[src/cmd_decoder_pkg.sv]
// shared constants and types for the channel command decoder
package cmd_decoder_pkg;
    localparam logic [3:0] COMMAND_REG_CHAN_A_OFFSET = 4'h2;
    localparam int         RX_ENABLE_BIT    = 0;
    localparam int         RX_DISABLE_BIT   = 1;
    localparam int         TX_ENABLE_BIT    = 2;
    localparam int         TX_DISABLE_BIT   = 3;
    localparam int         MISC_LSB         = 4;
    localparam logic [3:0] MISC_NONE        = 4'h0;
    localparam logic [3:0] MISC_MR_PTR      = 4'h1;
    localparam logic [3:0] MISC_RX_RESET    = 4'h2;
    localparam logic [3:0] MISC_TX_RESET    = 4'h3;
    localparam logic [3:0] MISC_ERR_RESET   = 4'h4;
    localparam logic [3:0] MISC_BRK_CLEAR   = 4'h5;
    localparam logic [1:0] MISC_GAP_EDGES   = 2'h3;
    localparam logic       RX_EN_RESET      = 1'b0;
    localparam logic       TX_EN_RESET      = 1'b0;

    typedef struct packed {
        logic mr_ptr_reset;
        logic rx_reset;
        logic tx_reset;
        logic err_clear;
        logic brk_clear;
    } misc_pulse_t;

    typedef struct packed {
        logic rx_enable;
        logic rx_disable;
        logic rx_search;
        logic tx_enable;
        logic tx_disable;
    } dir_pulse_t;
endpackage

[src/misc_cmd_decode.sv]
// decoder for the upper-nibble miscellaneous command codes
`timescale 1ns/1ps
module misc_cmd_decode (
    input  wire logic                         i_strobe, // write to command reg
    input  wire logic [3:0]                   i_code,   // upper nibble
    output cmd_decoder_pkg::misc_pulse_t      o_pulse   // decoded actions
);
    always_comb begin
        o_pulse = '0;
        if (i_strobe) begin
            unique case (i_code)
                cmd_decoder_pkg::MISC_MR_PTR:    o_pulse.mr_ptr_reset = 1'b1;
                cmd_decoder_pkg::MISC_RX_RESET:  o_pulse.rx_reset = 1'b1;
                cmd_decoder_pkg::MISC_TX_RESET:  o_pulse.tx_reset = 1'b1;
                cmd_decoder_pkg::MISC_ERR_RESET: o_pulse.err_clear = 1'b1;
                cmd_decoder_pkg::MISC_BRK_CLEAR: o_pulse.brk_clear = 1'b1;
                default:                         o_pulse = '0;
            endcase
        end
    end
endmodule

[src/uart_channel_command_decoder.sv]
// command register decoder for one uart channel
`timescale 1ns/1ps
module uart_channel_command_decoder (
    input  wire logic                       i_mclk,        // 10 mhz clock
    input  wire logic                       i_nrst,        // async reset, low
    input  wire logic                       i_wr,          // register write
    input  wire logic [3:0]                 i_addr,        // register offset
    input  wire logic [7:0]                 i_wdata,       // write data
    input  wire logic                       i_tx_idle,     // tx shifter+fifo empty
    input  wire logic                       i_multidrop,   // special multi-drop
    input  wire logic                       i_wakeup_mode, // special wake-up
    output logic                            o_rx_enabled,  // rx enable state
    output logic                            o_rx_active,   // rx may operate
    output logic                            o_tx_enabled,  // tx enable state
    output logic                            o_tx_running,  // tx enabled or still sending
    output logic                            o_tx_space_flag,   // tx ready flag
    output logic                            o_tx_drained_flag, // tx empty flag
    output cmd_decoder_pkg::dir_pulse_t     o_dir,         // direction pulses
    output cmd_decoder_pkg::misc_pulse_t    o_misc,        // misc pulses
    output logic                            o_misc_busy    // gap not elapsed
);
    logic                         strobe;
    logic [3:0]                   code;
    logic                         misc_cmd;
    logic                         rx_on;
    logic                         rx_off;
    logic                         tx_on;
    logic                         tx_off;
    cmd_decoder_pkg::misc_pulse_t misc_dec;
    cmd_decoder_pkg::misc_pulse_t misc;

    // receiver group
    logic                         rx_en;
    logic                         rx_enable;
    logic                         rx_disable;
    logic                         rx_search;
    logic                         next_rx_en;
    logic                         next_rx_enable;
    logic                         next_rx_disable;
    logic                         next_rx_search;

    // transmitter group
    logic                         tx_en;
    logic                         tx_enable;
    logic                         tx_disable;
    logic                         space_flag;
    logic                         drained_flag;
    logic                         next_tx_en;
    logic                         next_tx_enable;
    logic                         next_tx_disable;
    logic                         next_space_flag;
    logic                         next_drained_flag;

    // spacing window group
    logic [1:0]                   gap;
    logic [1:0]                   next_gap;

    assign strobe   = i_wr && (i_addr ==
                      cmd_decoder_pkg::COMMAND_REG_CHAN_A_OFFSET);
    assign code     = i_wdata[7:cmd_decoder_pkg::MISC_LSB];
    assign misc_cmd = strobe && (code != cmd_decoder_pkg::MISC_NONE);

    misc_cmd_decode misc_cmd_decode_inst (
        .i_strobe (strobe),
        .i_code   (code),
        .o_pulse  (misc_dec)
    );

    always_comb begin
        rx_on  = strobe && i_wdata[cmd_decoder_pkg::RX_ENABLE_BIT];
        rx_off = strobe && i_wdata[cmd_decoder_pkg::RX_DISABLE_BIT];
        tx_on  = strobe && i_wdata[cmd_decoder_pkg::TX_ENABLE_BIT];
        tx_off = strobe && i_wdata[cmd_decoder_pkg::TX_DISABLE_BIT];
    end

    // receiver state and pulses
    always_comb begin
        next_rx_en      = rx_en;
        next_rx_enable  = 1'b0;
        next_rx_disable = 1'b0;
        next_rx_search  = 1'b0;
        if (rx_off) begin
            next_rx_en      = 1'b0;
            next_rx_disable = 1'b1;
        end else if (rx_on) begin
            next_rx_en     = 1'b1;
            next_rx_enable = 1'b1;
            next_rx_search = !i_wakeup_mode;
        end
        if (misc_dec.rx_reset) begin
            next_rx_en = cmd_decoder_pkg::RX_EN_RESET;
        end
    end

    always_ff @(posedge i_mclk or negedge i_nrst) begin
        if (!i_nrst) begin
            rx_en      <= cmd_decoder_pkg::RX_EN_RESET;
            rx_enable  <= 1'b0;
            rx_disable <= 1'b0;
            rx_search  <= 1'b0;
        end else begin
            rx_en      <= next_rx_en;
            rx_enable  <= next_rx_enable;
            rx_disable <= next_rx_disable;
            rx_search  <= next_rx_search;
        end
    end

    // transmitter state, flags and pulses
    always_comb begin
        next_tx_en        = tx_en;
        next_tx_enable    = 1'b0;
        next_tx_disable   = 1'b0;
        next_space_flag   = space_flag;
        next_drained_flag = drained_flag;
        if (tx_off) begin
            next_tx_en        = 1'b0;
            next_tx_disable   = 1'b1;
            next_space_flag   = 1'b0;
            next_drained_flag = 1'b0;
        end else if (tx_on) begin
            next_tx_en     = 1'b1;
            next_tx_enable = 1'b1;
            if (i_tx_idle) begin
                next_space_flag   = 1'b1;
                next_drained_flag = 1'b1;
            end
        end else if (tx_en && i_tx_idle) begin
            // flags set while an enabled transmitter is idle
            next_space_flag   = 1'b1;
            next_drained_flag = 1'b1;
        end
        if (misc_dec.tx_reset) begin
            next_tx_en        = cmd_decoder_pkg::TX_EN_RESET;
            next_space_flag   = 1'b0;
            next_drained_flag = 1'b0;
        end
    end

    always_ff @(posedge i_mclk or negedge i_nrst) begin
        if (!i_nrst) begin
            tx_en        <= cmd_decoder_pkg::TX_EN_RESET;
            tx_enable    <= 1'b0;
            tx_disable   <= 1'b0;
            space_flag   <= 1'b0;
            drained_flag <= 1'b0;
        end else begin
            tx_en        <= next_tx_en;
            tx_enable    <= next_tx_enable;
            tx_disable   <= next_tx_disable;
            space_flag   <= next_space_flag;
            drained_flag <= next_drained_flag;
        end
    end

    always_comb begin
        if (misc_cmd) begin
            next_gap = cmd_decoder_pkg::MISC_GAP_EDGES;
        end else if (gap != 2'h0) begin
            next_gap = gap - 2'h1;
        end else begin
            next_gap = gap;
        end
    end

    always_ff @(posedge i_mclk or negedge i_nrst) begin
        if (!i_nrst) begin
            gap <= 2'h0;
        end else begin
            gap <= next_gap;
        end
    end

    // misc pulses held for one cycle
    always_ff @(posedge i_mclk or negedge i_nrst) begin
        if (!i_nrst) begin
            misc <= '0;
        end else begin
            misc <= misc_dec;
        end
    end

    assign o_rx_enabled      = rx_en;
    assign o_rx_active       = rx_en || i_multidrop;
    assign o_tx_enabled      = tx_en;
    assign o_tx_running      = tx_en || !i_tx_idle;
    assign o_tx_space_flag   = space_flag;
    assign o_tx_drained_flag = drained_flag;
    assign o_dir             = '{rx_enable:  rx_enable,
                                 rx_disable: rx_disable,
                                 rx_search:  rx_search,
                                 tx_enable:  tx_enable,
                                 tx_disable: tx_disable};
    assign o_misc            = misc;
    // busy while the spacing window is open
    assign o_misc_busy       = gap != 2'h0;
endmodule
[config.mk]
export PLATFORM = sky130hd
export DESIGN_NAME = uart_channel_command_decoder
export DESIGN_NICKNAME = d
export VERILOG_FILES = /design/src/cmd_decoder_pkg.sv /design/src/misc_cmd_decode.sv /design/src/uart_channel_command_decoder.sv
export SDC_FILE = /design/constraint.sdc
export NUM_CORES = 1
export LEC_CHECK = 0
export BUFFER_PORTS_ARGS = -buffer_cell sky130_fd_sc_hd__buf_4
export CAP_MARGIN = 20
export CELL_PAD_IN_SITES_DETAIL_PLACEMENT = 1
export CELL_PAD_IN_SITES_GLOBAL_PLACEMENT = 1
export CORE_MARGIN = 2
export CORE_UTILIZATION = 32
export DETAILED_ROUTE_END_ITERATION = 8
export GPL_TIMING_DRIVEN = 0
export PLACE_DENSITY = 0.73
export SYNTH_ARGS = -nofsm -noshare
export SYNTH_HDL_FRONTEND = slang
export SYNTH_SLANG_ARGS = --single-unit
[constraint.sdc]
create_clock -name i_mclk -period 1.1 [get_ports i_mclk]
set_input_delay 0 -clock i_mclk [delete_from_list [all_inputs] [get_ports i_mclk]]
set_output_delay 0 -clock i_mclk [all_outputs]
set_load 0.05 [all_outputs]
* Word-level counts from Yosys, hierarchy flattened
Index checks and enable logic that the tools add are counted.
Widths: inputs -> output; s select.
** Operators by class
- Reductions and logical operators :: 18
- Equal/unequal tests :: 7
- Add/sub/neg operators :: 1
- Multiplexer cells :: 27
** Operators with widths (count)
- $mux 1 :: 24
- $eq 4x2->1 const B :: 3
- $eq 4x3->1 const B :: 2
- $reduce_bool 4->1 :: 2
- $logic_and 1x1->1 :: 7
- $reduce_bool 3->1 :: 2
- $mux 5 :: 1
- $eq 4x1->1 const B :: 1
- $mux 2 :: 2
- $ne 4x2->1 const B :: 1
- $reduce_bool 2->1 :: 2
- $logic_not 1->1 :: 2
- $logic_or 1x1->1 :: 2
- $reduce_and 2->1 :: 1
- $sub 2x1->2 const B :: 1
** Storage, ports and cells
- Logic and storage cells :: 67
- Bits of input ports :: 18
- Flip-flop bits (word level) :: 15

* Logic depth before layout (Yosys ltp)
Gate-level depths: netlist (run 1).
- Depth in word-level cells :: 6
- Gate-level depth with buffers :: 4
- Gate-level depth less buffers :: 4

* Modules after synthesis
From an unflattened synthesis (run 1), not the netlist that was laid out.
** Unflattened totals
- Cell total of the unflattened synthesis :: 58
- Area total of the unflattened synthesis :: 701.9 µm²
** Modules (own cells, without submodules)
- uart_channel_command_decoder :: times used 1, cells an instance 50, area each 645.6 µm²
- misc_cmd_decode :: times used 1, cells an instance 8, area each 56.3 µm²

* Worst setup path before layout (run 1)
No wires, ideal clock.
- Path type :: flip-flop to output port
- Start :: register tx_en (netlist: o_tx_enabled)
- End :: output port o_tx_running
- Slack :: -0.023 ns
- Stages on the path, launching flop included :: 2
- Arrival time :: 1.123 ns
- Path through :: dfrtp_1 -> nand2b_1
** On the way
- Word-level cells in the longest chain between the ends :: 1
** RTL lines
- start: declaration :: line uart_channel_command_decoder.sv:43 : logic tx_en;
- start signal: assignment :: line uart_channel_command_decoder.sv:142 : tx_en <= cmd_decoder_pkg::TX_EN_RESET;
- start signal: assignment :: line uart_channel_command_decoder.sv:148 : tx_en <= next_tx_en;
- $logic_or 1x1->1 :: line uart_channel_command_decoder.sv:186 : assign o_tx_running = tx_en || !i_tx_idle;
- end: declaration :: line uart_channel_command_decoder.sv:15 : output logic o_tx_running,
Every way passes these cells.

* Final worst setup path (run 1)
- Start :: register gap[1]
- End :: output port o_misc_busy
** On the way
- Word-level cells in the longest chain between the ends :: 1
** RTL lines
- start: declaration :: line uart_channel_command_decoder.sv:55 : logic [1:0] gap;
- start signal: assignment :: line uart_channel_command_decoder.sv:170 : gap <= next_gap;
- $reduce_bool 2->1 :: line uart_channel_command_decoder.sv:196 : assign o_misc_busy = gap != 2'h0;
- end: declaration :: line uart_channel_command_decoder.sv:20 : output logic o_misc_busy
Every way passes these cells.

==> results by stage, run 1 <==
Place:
- Routability-driven placement finished with a final weighted congestion of 0.693.
- The post-DP HPWL is 1400 um.
- The number of input and output port buffers inserted is 34.
- The worst setup slack after placement is 0.0680 ns.

Die:
- The effective utilization at floorplan is 32.9%.
- From left edge to right edge, the die measures 51.3 um.
- Measured along the y axis, the die boundary spans 51.3 um.
- Pin placement for this block handled 35 I/O pins.
- In this run the core area contains 17 standard-cell rows.
- The core region is 0.00217 mm2.
- The area of the die is 0.00263 mm2.

GRT:
- The wire length of the first global-routing pass is 3310 um.
- The number of global-route vias before repair came to 695.
- Entering global routing, the biggest net connects 16 pins.
- The initial antenna violation count came to 0.
- The global-route congestion overflow total is 0.
- The overall routing resource usage is 18.3%.

Pwr:
- Summed over all cells, the static leakage comes to 0.594 nW.
- The maximum vdd drop is 0.761 mV.
- For this design the ratio of total power to cell area is 1570 mW/mm2.

Logic synthesis:
- The number of synthesized register bits is 15.
- After synthesis the cells add up to 714 um2.
- The post-synthesis sequential area ratio is 52.5%.
- The post-synth net total is 83.
- The total number of yosys warnings is 0.
- In this run the mean area of a mapped cell was 11.2 um2.
- The synthesized netlist contains 26 unique library cells.
- The post-synthesis instance total is 64.

STA:
- Across the routed clock network, the largest skew measured is 0.000204 ns.
- Headroom to the max-slew limit came out at 76.4%.
- The count of endpoints failing setup in the final report is 0.
- The slew at the pin closest to its max-slew limit is 0.354 ns.
- The number of pins with negative max-slew slack in the final report came to 0.
- Setup repair after global routing could not meet its margin everywhere.
- Across all setup checks in the final design, the least slack found is 0.0195 ns.
- The period utilization is 98.2%.
- The minimum clock period is 1.08 ns.
- The final hold violation count is 0.
- The timing-limited maximum frequency is 926 MHz.

Drt:
- After detailed routing, the number of remaining DRC violations is 0.
- The total vias in the final route is 654.
- The detailed-route wire length is 2140 um.
- Dividing the detail-routed wire length by the instance count gives 14.9 um.
- The mean number of vias per cell is 4.54.
- The detail route stage leaves a number of antenna-violating nets equal to 0.
- After the first detailed-routing iteration, the DRC count stood at 3.
- The length of the first detailed-routing pass in iterations is 2.

Clock network:
- The clock-pin slew on the worst setup and hold paths is 0.09 ns.
- The buffer type at the clock tree root is clkbuf_4.
- The CTS H-tree depth is 1.
- The TritonCTS clock tree is yes.
- For the worst-skew pair, the clock arrives at the later sink with an insertion delay of 0.28 ns.
- The maximum root-to-sink buffer count is 2.
- Counting every sink on the clock net gives 15.
- Counting the buffers created by CTS gives 3.

Worst setup path:
- The largest stage delay on the critical path is 0.39 ns.
- The sum of buffers and inverters on the critical path is 3.
- Data on the critical path arrives at its endpoint at 1.08 ns.
- Of all nets on the critical path, the largest fanout is 4.
- Setup slack on the worst reg-to-reg path comes out at 0.08 ns.
- The worst-case reg-to-reg path depth is 4.
- In this design, the largest share of critical-path delay is due to flip-flops.
- The endpoint of the most critical register-to-register path is gap[0]$_DFFE_PN0P_.
- The launch point of the critical path is gap[1]$_DFFE_PN0P_.
- The startpoint of the worst register-to-register path is gap[0]$_DFFE_PN0P_.
- The slowest stage of the critical path belongs to the cell dfrtp_1.
- The critical path in this run is classified as reg2out.
- STA classifies the critical path endpoint as a primary output.
- Traced cell by cell, the critical path runs through inv_2 > ha_4 > inv_2 > buf_6.
- STA puts the critical path data required time at 1.10 ns.
- The startpoint type of the worst setup path is a flop.
- In this design, the critical path's most frequently occurring cell is inv_2.

Cells and area:
- The final-layout fill cell count is 256.
- The combined area of the multi-input logic cells is 289 um2.
- Across the whole layout, storage elements account for 375 um2.
- From synthesis to final layout, the design area changed by 66.2%.
- In the final layout, the share of cells above drive strength 1 is 53.4%.
- For this run, the post-layout net count is 136.
- The number of inserted diodes is 0.
- The utilization after layout is 54.7%.

Worst hold path:
- The start point of the worst min-delay path is i_wdata[6].
- The hold path endpoint is o_misc[3]$_DFF_PN0_.
- Counting instances, the worst hold path has a depth of 4.
- In this run the worst hold path is classified as in2reg.

Run:
- Across the run, the number of max-cap violations was 0.

Status:
- The flow ran to the end, and the final reports show no timing, DRC or antenna violations.
-- power by group --
group | switching [mW] | total, mW | internal, mW
Clock | 0.177 | 0.318 | 0.141
Sequential | 0.0402 | 0.656 | 0.616
Combinational | 0.473 | 0.890 | 0.417
Total | 0.690 | 1.86 | 1.17
-- layer usage --
| layer | wire length (um) | vias to the layer above | part of all wire (%) | track usage (%) |
|---|---|---|---|---|
| met5 | 0 | - | 0 | 0 |
| met4 | 51 | 0 | 2.4 | 10.5 |
| met3 | 79 | 4 | 3.7 | 5.26 |
| met2 | 1200 | 19 | 56 | 32.3 |
| met1 | 814 | 311 | 38 | 19.2 |
| li1 | - | 320 | - | - |
-- area by class of cell --
type                       instances  share of cell area, %
timing repair buffer              48                   33.2
sequential                        15                   31.6
clock buffer                       4                   2.21
buffer                             6                   3.79
multi-input combinational         37                   24.3
tap                               28                   2.95
inverter                           6                   1.90
-- logic make-up after synthesis --
group                    Yosys count  synth area share (%)
AO/OA/AOI/OAI                      8                  7.88
flip-flops                        15                  52.5
XOR/XNOR                           1                  1.23
buffers and inverters             12                  9.46
adder cells (fa/ha/maj)            1                  1.75
AND/OR/NAND/NOR                   27                  27.1
-- worst register-to-register path: cells and delay by family (launching register included) --
family / cells / cell delay [ns]
AND/OR/NAND/NOR: 1 / 0.08
buffers and inverters: 2 / 0.26
XOR/XNOR: 1 / 0.17
flip-flops: 1 / 0.40
-- synthesized netlist by cell type, drive strengths merged --
cell type | instances | area share (%)
nand4 | 1 | 0.88
nor3 | 1 | 0.70
and3 | 2 | 1.8
nor4b | 2 | 4.2
and2b | 1 | 1.1
nand2b | 1 | 0.88
ha | 1 | 1.8
nor3b | 1 | 2.6
buf | 6 | 6.3
nor2 | 6 | 3.2
a31o | 1 | 1.2
or4 | 1 | 1.6
inv | 6 | 3.2
nand2 | 4 | 2.5
o211ai | 1 | 1.8
a31oi | 2 | 1.8
nand4bb | 2 | 3.2
dfrtp | 15 | 53
a211oi | 1 | 1.1
nand3 | 2 | 2.1
nor4 | 2 | 1.8
xor2 | 1 | 1.2
or2 | 1 | 0.88
a21oi | 3 | 2.1
-- registers in the layout (all words and copies together), names as in the netlist --
| signal | flops |
|---|---|
| o_misc | 5 |
| gap | 2 |
| rx_search | 1 |
| tx_disable | 1 |
| rx_enable | 1 |
| o_tx_drained_flag | 1 |
| o_rx_enabled | 1 |
| tx_enable | 1 |
| rx_disable | 1 |
| o_tx_enabled | 1 |
-- per-stage QoR --
step                      power, mW  std cells  TNS [ns]  cell area, um2  hold WS [ns]
after floorplan                1.10         64         0             717        -0.296
after global placement         1.28        126         0            1010        -0.139
after detailed placement       1.30        126         0            1010        -0.139
after CTS                      1.77        141         0            1160       0.00687
after global routing           1.97        144   -0.0451            1190        0.0126
final                          1.86        144         0            1190        0.0146
-- worst max-delay path by stage --
| stage | to | slack (ns) | depth (start not counted) |
|---|---|---|---|
| finish | o_misc_busy | 0.02 | 4 |
| global route | o_misc_busy | -0.04 | 4 |
| CTS | o_misc_busy | 0.003 | 4 |
| detailed placement | o_misc[4]$_DFF_PN0_ | 0.07 | 4 |
| global placement | gap[0]$_DFFE_PN0P_ | 0.10 | 4 |
| floorplan | o_rx_active | 0.07 | 1 |
-- repair_timing --
| action | CTS | global route |
|---|---|---|
| hold buffers | 9 | 0 |
| endpoints found under the setup margin | 2 | 3 |
| resized for setup | 7 | 2 |
| hold endpoints to repair | 25 | 0 |
| buffers inserted | 2 | 3 |
| pin swaps | 0 | 1 |
-- layout by cell type (no fill, tap or decap), types with 2 or more instances in the layout --
cell,synthesis,layout
nor2_1,6,6
nand4bb_1,2,2
a21oi_1,3,3
nor4_1,2,2
and3_1,2,2
dlygate4sd3_1,0,9
a31oi_1,2,2
buf_4,6,43
clkbuf_4,0,3
nor4b_2,2,2
dfrtp_1,15,15
inv_2,0,3
inv_1,6,3
nand2_1,3,3
No activity file was read; power rests on OpenSTA's default activity.
==> inputs of run 2 (changes only) <==
Settings changed: ABC_AREA set to 1, CORE_UTILIZATION 32 to 31.
==> results by stage, run 2 <==
Status:
- Status: finished, violations left (was complete, no violations).
- The checks that failed: negative hold slack, negative setup slack.

Place:
- The instance area after placement is 0.00100 mm2 (was 0.00101 mm2).
- The last weighted congestion value of the routability-driven placer is 0.676 (was 0.693).
- The post-DP HPWL was 1310 um (was 1400 um).
- The worst setup slack after placement came to 0.0897 ns (was 0.0680 ns).
- The total placed cells including tap cells is 137 (was 126).
- The number of input and output port buffers inserted was 34 (unchanged).

Cells and area:
- Commonest cells after routing, fill and taps aside: 44 x buf_4, 15 x dfrtp_1, 12 x inv_1 (was 43 x buf_4, 15 x dfrtp_1, 9 x dlygate4sd3_1).
- The fraction of layout instances using a drive strength above 1 is 50.0% (was 53.4%).
- The utilization after layout is 54.7% (about the same).
- The flip-flop count of the largest register after layout is 5 (unchanged).
- The number of inserted diodes is 0 (unchanged).
- The synthesis-to-finish area growth was 69.9% (was 66.2%).
- The post-route cell area is 0.00119 mm2 (about the same).
- The post-layout instance count excluding filler cells is 156 (was 144).
- The net count of the finished layout came to 148 (was 136).
- The most common cell after layout, fill and taps aside is buf_4 (unchanged).

STA:
- The final setup skew was 0.000256 ns (was 0.000204 ns).
- The slew at the pin closest to its max-slew limit came to 0.212 ns (was 0.354 ns).
- The number of pins with negative max-slew slack in the final report is 0 (unchanged).
- The worst hold-check slack is -0.00199 ns (was 0.0146 ns).
- The worst path setup slack after routing is -0.0669 ns (was 0.0195 ns).
- The final hold violation count is 1 (was 0).
- The max-slew headroom at the worst pin is 85.7% (was 76.4%).
- The timing-limited maximum frequency was 857 MHz (was 926 MHz).
- The minimum clock period is 1.17 ns (was 1.08 ns).
- The count of endpoints failing setup in the final report was 3 (was 0).
- The period utilization is 106% (was 98.2%).
- RSZ-0062 raised after global routing: true (unchanged).

Clock network:
- The maximum root-to-sink buffer count is 2 (unchanged).
- The number of clock buffers inserted by TritonCTS came to 3 (unchanged).
- The clock-pin slew on the worst setup and hold paths is 0.08 ns (was 0.09 ns).
- The insertion delay of the later-clocked pin in the worst-skew pair came to 0.29 ns (was 0.28 ns).
- The TritonCTS clock tree is yes (unchanged).
- The CTS H-tree depth is 1 (unchanged).
- The buffer type at the clock tree root is clkbuf_4 (unchanged).
- The hold-fix buffer count after cts is 9 (unchanged).
- The clock net sink count came to 15 (unchanged).

Logic synthesis:
- The multiplexer share of the synthesized area was 0% (unchanged).
- The share of the synthesized netlist area taken by xor and xnor gates is 0% (was 1.23%).
- The number of enable-type register cells in the synthesized netlist is 0 (unchanged).
- The total number of yosys warnings is 0 (unchanged).
- The combinational family with the most area after synthesis is simple AND/OR/NAND/NOR gates (unchanged).
- The post-synth net total is 94 (was 83).
- Synth top area cells: dfrtp_1 54%, inv_1 8.1%, buf_4 6.5% (was dfrtp_1 53%, buf_4 6.3%, nor4b_2 4.2%).
- The share of the synthesized area in the top cell type came to 53.8% (was 52.5%).
- The share of async-settable or async-resettable flops after synthesis came to 100% (unchanged).
- The cell type with the highest aggregate area in the netlist is dfrtp_1 (unchanged).
- Commonest cells in the netlist: 15 x dfrtp_1, 15 x inv_1, 9 x nand2_1 (was 15 x dfrtp_1, 6 x buf_4, 6 x inv_1, 6 x nor2_1).
- The synthesized-area fraction occupied by ao, oa, aoi and oai cells was 4.84% (was 7.88%).
- The dominant synthesized flop cell is dfrtp_1 (unchanged).
- The post-synthesis cell type count is 21 (was 26).
- The post-synthesis sequential area ratio is 53.8% (was 52.5%).
- The post-synthesis instance total is 75 (was 64).
- The area fraction in and, or, nand and nor cells after synthesis is 24.6% (was 27.1%).
- The number of synthesized register bits is 15 (unchanged).
- The adder-cell area share of the yosys netlist was 1.79% (was 1.75%).
- The post-synthesis cell area came to 698 um2 (was 714 um2).
- The synthesized area per cell was 9.31 um2 (was 11.2 um2).

Pwr:
- The clock network power share is 17.4% (was 17.0%).
- The fraction of power spent switching nets was 36.5% (was 37.0%).
- The ratio of total power to cell area is 1540 mW/mm2 (was 1570 mW/mm2).
- The total design power is 1.83 mW (was 1.86 mW).
- The combinational share of power is 47.1% (was 47.8%).
- The cell-internal power is 1.16 mW (was 1.17 mW).
- The switching component of the power is 0.667 mW (was 0.690 mW).
- The maximum vdd drop is 0.822 mV (was 0.761 mV).
- The sequential cell fraction of total power is 35.5% (was 35.2%).
- The standby leakage power is 0.637 nW (was 0.594 nW).

Worst setup path:
- The required time of the critical path is 1.10 ns (about the same).
- The slowest library cell on the worst path is dfrtp_1 (unchanged).
- Worst-path cell chain: inv_2 > ha_4 > clkinvlp_4 > buf_8 (was inv_2 > ha_4 > inv_2 > buf_6).
- The sort of element at the end of the critical path is a primary output (unchanged).
- The arrival time of the worst setup path is 1.17 ns (was 1.08 ns).
- The startpoint type of the worst setup path is a flop (unchanged).
- The startpoint-to-endpoint class of the critical path is reg2out (unchanged).
- The largest stage delay on the critical path is 0.39 ns (about the same).
- The maximum net fanout on the critical path is 3 (was 4).

GRT:
- The overall routing resource usage came to 15.6% (was 18.3%).
- The global-route congestion overflow total is 0 (unchanged).
- The number of global-route vias before repair is 684 (was 695).
- The maximum number of pins on one net before global-route repair is 16 (unchanged).
- The initial antenna violation count came to 0 (unchanged).
- The met1 usage is 16.9% (was 19.2%).
- The wire length of the first global-routing pass is 2960 um (was 3310 um).
- The fraction of met2 tracks used by global routing is 28.2% (was 32.3%).
- The met3 demand-to-capacity share in global routing was 2.63% (was 5.26%).
- The most crowded layer after global routing was met2 (unchanged).

Drt:
- The total vias in the final route is 660 (was 654).
- The mean number of vias per cell is 4.23 (was 4.54).
- The detailed router's first-iteration violation count came to 4 (was 3).
- The post-route DRC violation count is 0 (unchanged).
- The detailed-route wire length is 1830 um (was 2140 um).
- The mean routed wirelength per cell came to 11.7 um (was 14.9 um).
- The length of the first detailed-routing pass in iterations was 4 (was 2).
- The number of nets with antenna violations after detailed routing was 0 (unchanged).

Die:
- The number of I/O pins is 35 (unchanged).
- The horizontal extent of the die is 51.5 um (was 51.3 um).
- The core box area is 0.00217 mm2 (unchanged).
- The number of cell rows was 17 (unchanged).
- The die height is 51.5 um (was 51.3 um).
- The area of the die is 0.00265 mm2 (was 0.00263 mm2).
- The effective utilization at floorplan is 32.2% (was 32.9%).

Run:
- The count of max-cap constraint violations is 0 (unchanged).

Worst hold path:
- The path class of the lowest-slack min-delay path is in2reg (unchanged).
==> run 2: cell count changes in the layout (fill, tap and decap cells not counted), sizes merged, moves of 2 or more <==
cell	delta
nor3	+2
and3	-2
nor4b	-2
a31oi	-2
nand2	+5
nand4bb	-2
nor2	+5
inv	+9
o21ai	+4
==> run 2: timing repair <==
action / 4_1_cts / 5_1_grt
endpoints found under the setup margin: 2 / 6
gates resized for setup: 5 / 1
buffers inserted: 3 / 3
pin swaps: 1 / 0
cloned: 0 / 0
endpoints found under the hold margin: 25 / 1
==> run 2: layout make-up <==
class	count	area, um2
Inverter	16	63.8
Multi-Input combinational cell	38	235
Clock buffer	4	26.3
Timing Repair Buffer	49	405
Fill cell	272	983
Sequential cell	15	375
Buffer	6	45.0
Tap cell	28	35.0
==> run 2: stage by stage <==
step                      hold slack, ns  TNS (ns)
after floorplan                   -0.296    -0.148
after global placement            -0.136         0
after detailed placement          -0.132         0
after CTS                       -0.00616   -0.0938
after global routing            -0.00534    -0.377
final                           -0.00199    -0.143
==> run 2: path summary, 6_finish.rpt <==
path                                     from                    to  slack [ns]  cells past startpoint
max in group asynchronous              i_nrst   o_misc[3]$_DFF_PN0_        0.82                      2
setup reg to reg           gap[1]$_DFFE_PN0P_    gap[1]$_DFFE_PN0P_       -0.05                      6
min in group asynchronous              i_nrst  tx_disable$_DFF_PN0_        0.10                      2
hold reg to reg            gap[1]$_DFFE_PN0P_    gap[1]$_DFFE_PN0P_        0.52                      2
hold / removal                     i_wdata[7]   o_misc[4]$_DFF_PN0_      -0.002                      4
setup / recovery           gap[1]$_DFFE_PN0P_           o_misc_busy       -0.07                      4
==> run 2: worst max-delay path, delay by kind of cell, from the launching register on <==
kind / cells / cell delay (ns)
flip-flops: 1 / 0.39
buffers and inverters: 3 / 0.35
adder cells (fa/ha/maj): 1 / 0.15
==> run 2: power by group through the flow <==
stage | Sequential (mW) | Combinational (mW) | Clock, mW
2_1_floorplan | 0.726 | 0.371 | 0
3_3_place_gp | 0.660 | 0.611 | 0
3_5_place_dp | 0.664 | 0.629 | 0
4_1_cts | 0.649 | 0.771 | 0.330
5_1_grt | 0.655 | 0.938 | 0.366
6_report | 0.648 | 0.861 | 0.318
==> run 2: layer usage <==
layer | vias to the layer above | wire length (um)
met4 | 0 | 52
li1 | 331 | -
met1 | 309 | 716
met5 | - | 0
met3 | 5 | 49
met2 | 15 | 1010
==> run 2: cell families (layout without fill, tap and decap cells) <==
family | Yosys count | in the layout
buffers and inverters | 22 | 75
AOI/OAI and AO/OA | 6 | 6
adders and majority gates | 1 | 1
DFF | 15 | 15
and+or+nand+nor | 31 | 31
==> inputs of run 3 (changes only) <==
--- a/config.mk
+++ b/config.mk
@@ -12,8 +12,9 @@
 export CELL_PAD_IN_SITES_GLOBAL_PLACEMENT = 1
 export CORE_MARGIN = 2
-export CORE_UTILIZATION = 31
+export CORE_UTILIZATION = 28
 export DETAILED_ROUTE_END_ITERATION = 8
 export GPL_TIMING_DRIVEN = 0
-export PLACE_DENSITY = 0.73
+export PLACE_DENSITY = 0.7
+export SLEW_MARGIN = 15
 export SYNTH_ARGS = -nofsm -noshare
 export SYNTH_HDL_FRONTEND = slang
==> constraint.sdc (replaced) <==
create_clock -name i_mclk -period 0.9 [get_ports i_mclk]
set_input_delay 0.18 -clock i_mclk [delete_from_list [all_inputs] [get_ports i_mclk]]
set_output_delay 0.18 -clock i_mclk [all_outputs]
set_load 0.05 [all_outputs]
==> results by stage, run 3 (same netlist as run 2, synthesis figures left out) <==
Drt:
- The length of the first detailed-routing pass in iterations is 2 (was 4).
- The mean routed wirelength per cell is 11.4 um (was 11.7 um).
- The detailed router's first-iteration violation count was 1 (was 4).
- The total vias in the final route is 609 (was 660).
- The mean number of vias per cell is 4.20 (was 4.23).
- The number of nets with antenna violations after detailed routing is 0 (unchanged).
- The detailed-route wire length was 1650 um (was 1830 um).
- The post-route DRC violation count is 0 (unchanged).

Worst setup path:
- The launch point of the critical path is gap[0]$_DFFE_PN0P_ (was gap[1]$_DFFE_PN0P_).
- The endpoint of the most critical register-to-register path is gap[1]$_DFFE_PN0P_ (unchanged).
- The arrival time of the worst setup path was 1.15 ns (was 1.17 ns).
- The sort of element at the end of the critical path was a primary output (unchanged).
- Worst-path cell chain: inv_2 > ha_4 > clkinvlp_4 > buf_8 (unchanged).
- The startpoint type of the worst setup path was a flop (unchanged).
- The maximum net fanout on the critical path is 2 (was 3).
- The startpoint of the worst register-to-register path was gap[0]$_DFFE_PN0P_ (was gap[1]$_DFFE_PN0P_).
- The instance count on the critical path is 4 (unchanged).
- The kind of cell adding the most delay to the critical path was flip-flops (unchanged).
- The required time of the critical path came to 0.72 ns (was 1.10 ns).
- The slowest library cell on the worst path is dfrtp_1 (unchanged).
- The sum of buffers and inverters on the critical path is 3 (unchanged).
- The largest stage delay on the critical path is 0.40 ns (was 0.39 ns).
- The worst-case reg-to-reg path depth is 6 (unchanged).
- The last element of the critical path is o_misc_busy (unchanged).
- The worst reg-to-reg setup slack is -0.24 ns (was -0.05 ns).
- The startpoint-to-endpoint class of the critical path is reg2out (unchanged).

Cells and area:
- The net count of the finished layout is 135 (was 148).
- The flip-flop count of the largest register after layout came to 5 (unchanged).
- The post-layout instance count excluding filler cells was 145 (was 156).
- Commonest cells after routing, fill and taps aside: 21 x buf_4, 12 x dfrtp_1, 11 x inv_1, 11 x buf_6, 9 x buf_8 (was 44 x buf_4, 15 x dfrtp_1, 12 x inv_1).
- The synthesis-to-finish area growth is 70.4% (was 69.9%).
- The fraction of layout instances using a drive strength above 1 is 58.3% (was 50.0%).
- The most common cell after layout, fill and taps aside was buf_4 (unchanged).
- The final-layout fill cell count is 277 (was 272).
- The number of inserted diodes is 0 (unchanged).

Clock network:
- The clock-pin slew on the worst setup and hold paths is 0.09 ns (was 0.08 ns).
- The clock net sink count is 15 (unchanged).
- The insertion delay of the later-clocked pin in the worst-skew pair came to 0.27 ns (was 0.29 ns).
- The CTS H-tree depth was 1 (unchanged).
- The buffer type at the clock tree root was clkbuf_4 (unchanged).
- The maximum root-to-sink buffer count was 2 (unchanged).
- The number of clock buffers inserted by TritonCTS is 3 (unchanged).
- The TritonCTS clock tree is yes (unchanged).

Die:
- The effective utilization at floorplan was 29.0% (was 32.2%).
- The area of the die is 0.00291 mm2 (was 0.00265 mm2).
- The number of I/O pins is 35 (unchanged).
- The number of cell rows is 18 (was 17).
- The die height is 53.9 um (was 51.5 um).
- The core box area is 0.00241 mm2 (was 0.00217 mm2).
- The horizontal extent of the die is 53.9 um (was 51.5 um).

Place:
- The number of input and output port buffers inserted is 34 (unchanged).
- The total placed cells including tap cells is 139 (was 137).
- The post-DP HPWL is 1290 um (was 1310 um).
- The last weighted congestion value of the routability-driven placer is 0.732 (was 0.676).
- The worst setup slack after placement came to -0.183 ns (was 0.0897 ns).

Status:
- Violations in the final reports: negative setup slack (was negative hold slack, negative setup slack).
- Status: finished, violations left (unchanged).

STA:
- The minimum clock period is 1.33 ns.
- The count of endpoints failing setup in the final report is 19 (was 3).
- The final hold violation count came to 0 (was 1).
- RSZ-0062 raised after global routing: true (unchanged).
- Static timing analysis puts the maximum clock frequency at 750 MHz.
- The worst path setup slack after routing is -0.433 ns (was -0.0669 ns).
- The period utilization is 148%.
- The final total negative setup slack is -3.21 ns (was -0.143 ns).
- The slew at the pin closest to its max-slew limit is 0.221 ns (was 0.212 ns).
- The max-slew headroom at the worst pin came to 85.1% (was 85.7%).
- The number of pins with negative max-slew slack in the final report is 0 (unchanged).
- The final setup skew came to 0.000287 ns (was 0.000256 ns).

Worst hold path:
- The path class of the lowest-slack min-delay path is in2reg (unchanged).

Pwr:
- The maximum vdd drop is 1.04 mV (was 0.822 mV).
- The ratio of total power to cell area is 1900 mW/mm2 (was 1540 mW/mm2).
- The total design power is 2.26 mW (was 1.83 mW).
- The standby leakage power is 0.609 nW (was 0.637 nW).

GRT:
- The global-route congestion overflow total is 0 (unchanged).
- The initial antenna violation count is 0 (unchanged).
- The number of global-route vias before repair came to 656 (was 684).
- The wire length of the first global-routing pass is 2790 um (was 2960 um).
- The overall routing resource usage is 13.8% (was 15.6%).
- The maximum number of pins on one net before global-route repair was 16 (unchanged).

Run:
- The count of max-cap constraint violations is 0 (unchanged).
## run 3: cell count changes in the layout (fill, tap and decap cells not counted), sizes merged
| cell | previous run | this run |
|---|---|---|
| buf | 46 | 41 |
| dlygate4sd3 | 9 | 1 |
## run 3: how the worst min path moves through the flow
stage	start	end	cells past startpoint
floorplan	i_nrst	gap[0]$_DFFE_PN0P_	0
global placement	i_nrst	tx_disable$_DFF_PN0_	1
detailed placement	i_nrst	tx_disable$_DFF_PN0_	1
CTS	i_wakeup_mode	rx_search$_DFF_PN0_	2
global route	i_wakeup_mode	rx_search$_DFF_PN0_	2
finish	i_wakeup_mode	rx_search$_DFF_PN0_	2
## run 3: repair_timing
item	in CTS	in global routing
hold buffers	1	0
setup buffers	4	2
hold endpoints to repair	15	0
endpoints found under the setup margin	19	21
pin swaps	1	5
resized for setup	27	6
## run 3: final cells by class
cell class                      count  area, um2  share of cell area [%]
Multi-Input combinational cell     38        256                    21.6
Timing Repair Buffer               41        415                    34.9
Clock buffer                        4       26.3                    2.21
Inverter                           16       63.8                    5.36
Tap cell                           30       37.5                    3.15
Sequential cell                    15        379                    31.9
Buffer                              1       11.3                   0.946
## run 3: power breakdown
| group | total [mW] | switching (mW) | internal, mW |
|---|---|---|---|
| clock | 0.375 | 0.204 | 0.171 |
| sequential | 0.809 | 0.0554 | 0.754 |
| combinational | 1.08 | 0.571 | 0.506 |
## run 3: metal layers
metal	routed length [um]	track usage [%]	vias to the layer above
li1	-	-	304
met1	628	14.2	282
met2	906	25.8	21
met3	88	2.50	2
met4	27	7.69	0
met5	0	0	-
## run 3: worst register-to-register path: stages, from the launching register on
cell and delay, ns:
dfrtp_1 0.40, inv_2 0.08, ha_4 0.15, clkinvlp_4 0.09
buf_4 0.15, o21ai_2 0.10, nand2_1 0.06
## run 3: metrics by stage
step           cell area, um2  hold WS (ns)  utilization, %
5_1_grt                  1190        0.0282            49.4
3_5_place_dp             1020        0.0468            42.5
4_1_cts                  1150        0.0384            47.9
3_3_place_gp             1020        0.0432            42.5
2_1_floorplan             732        -0.116               -
6_report                 1190        0.0492            49.4
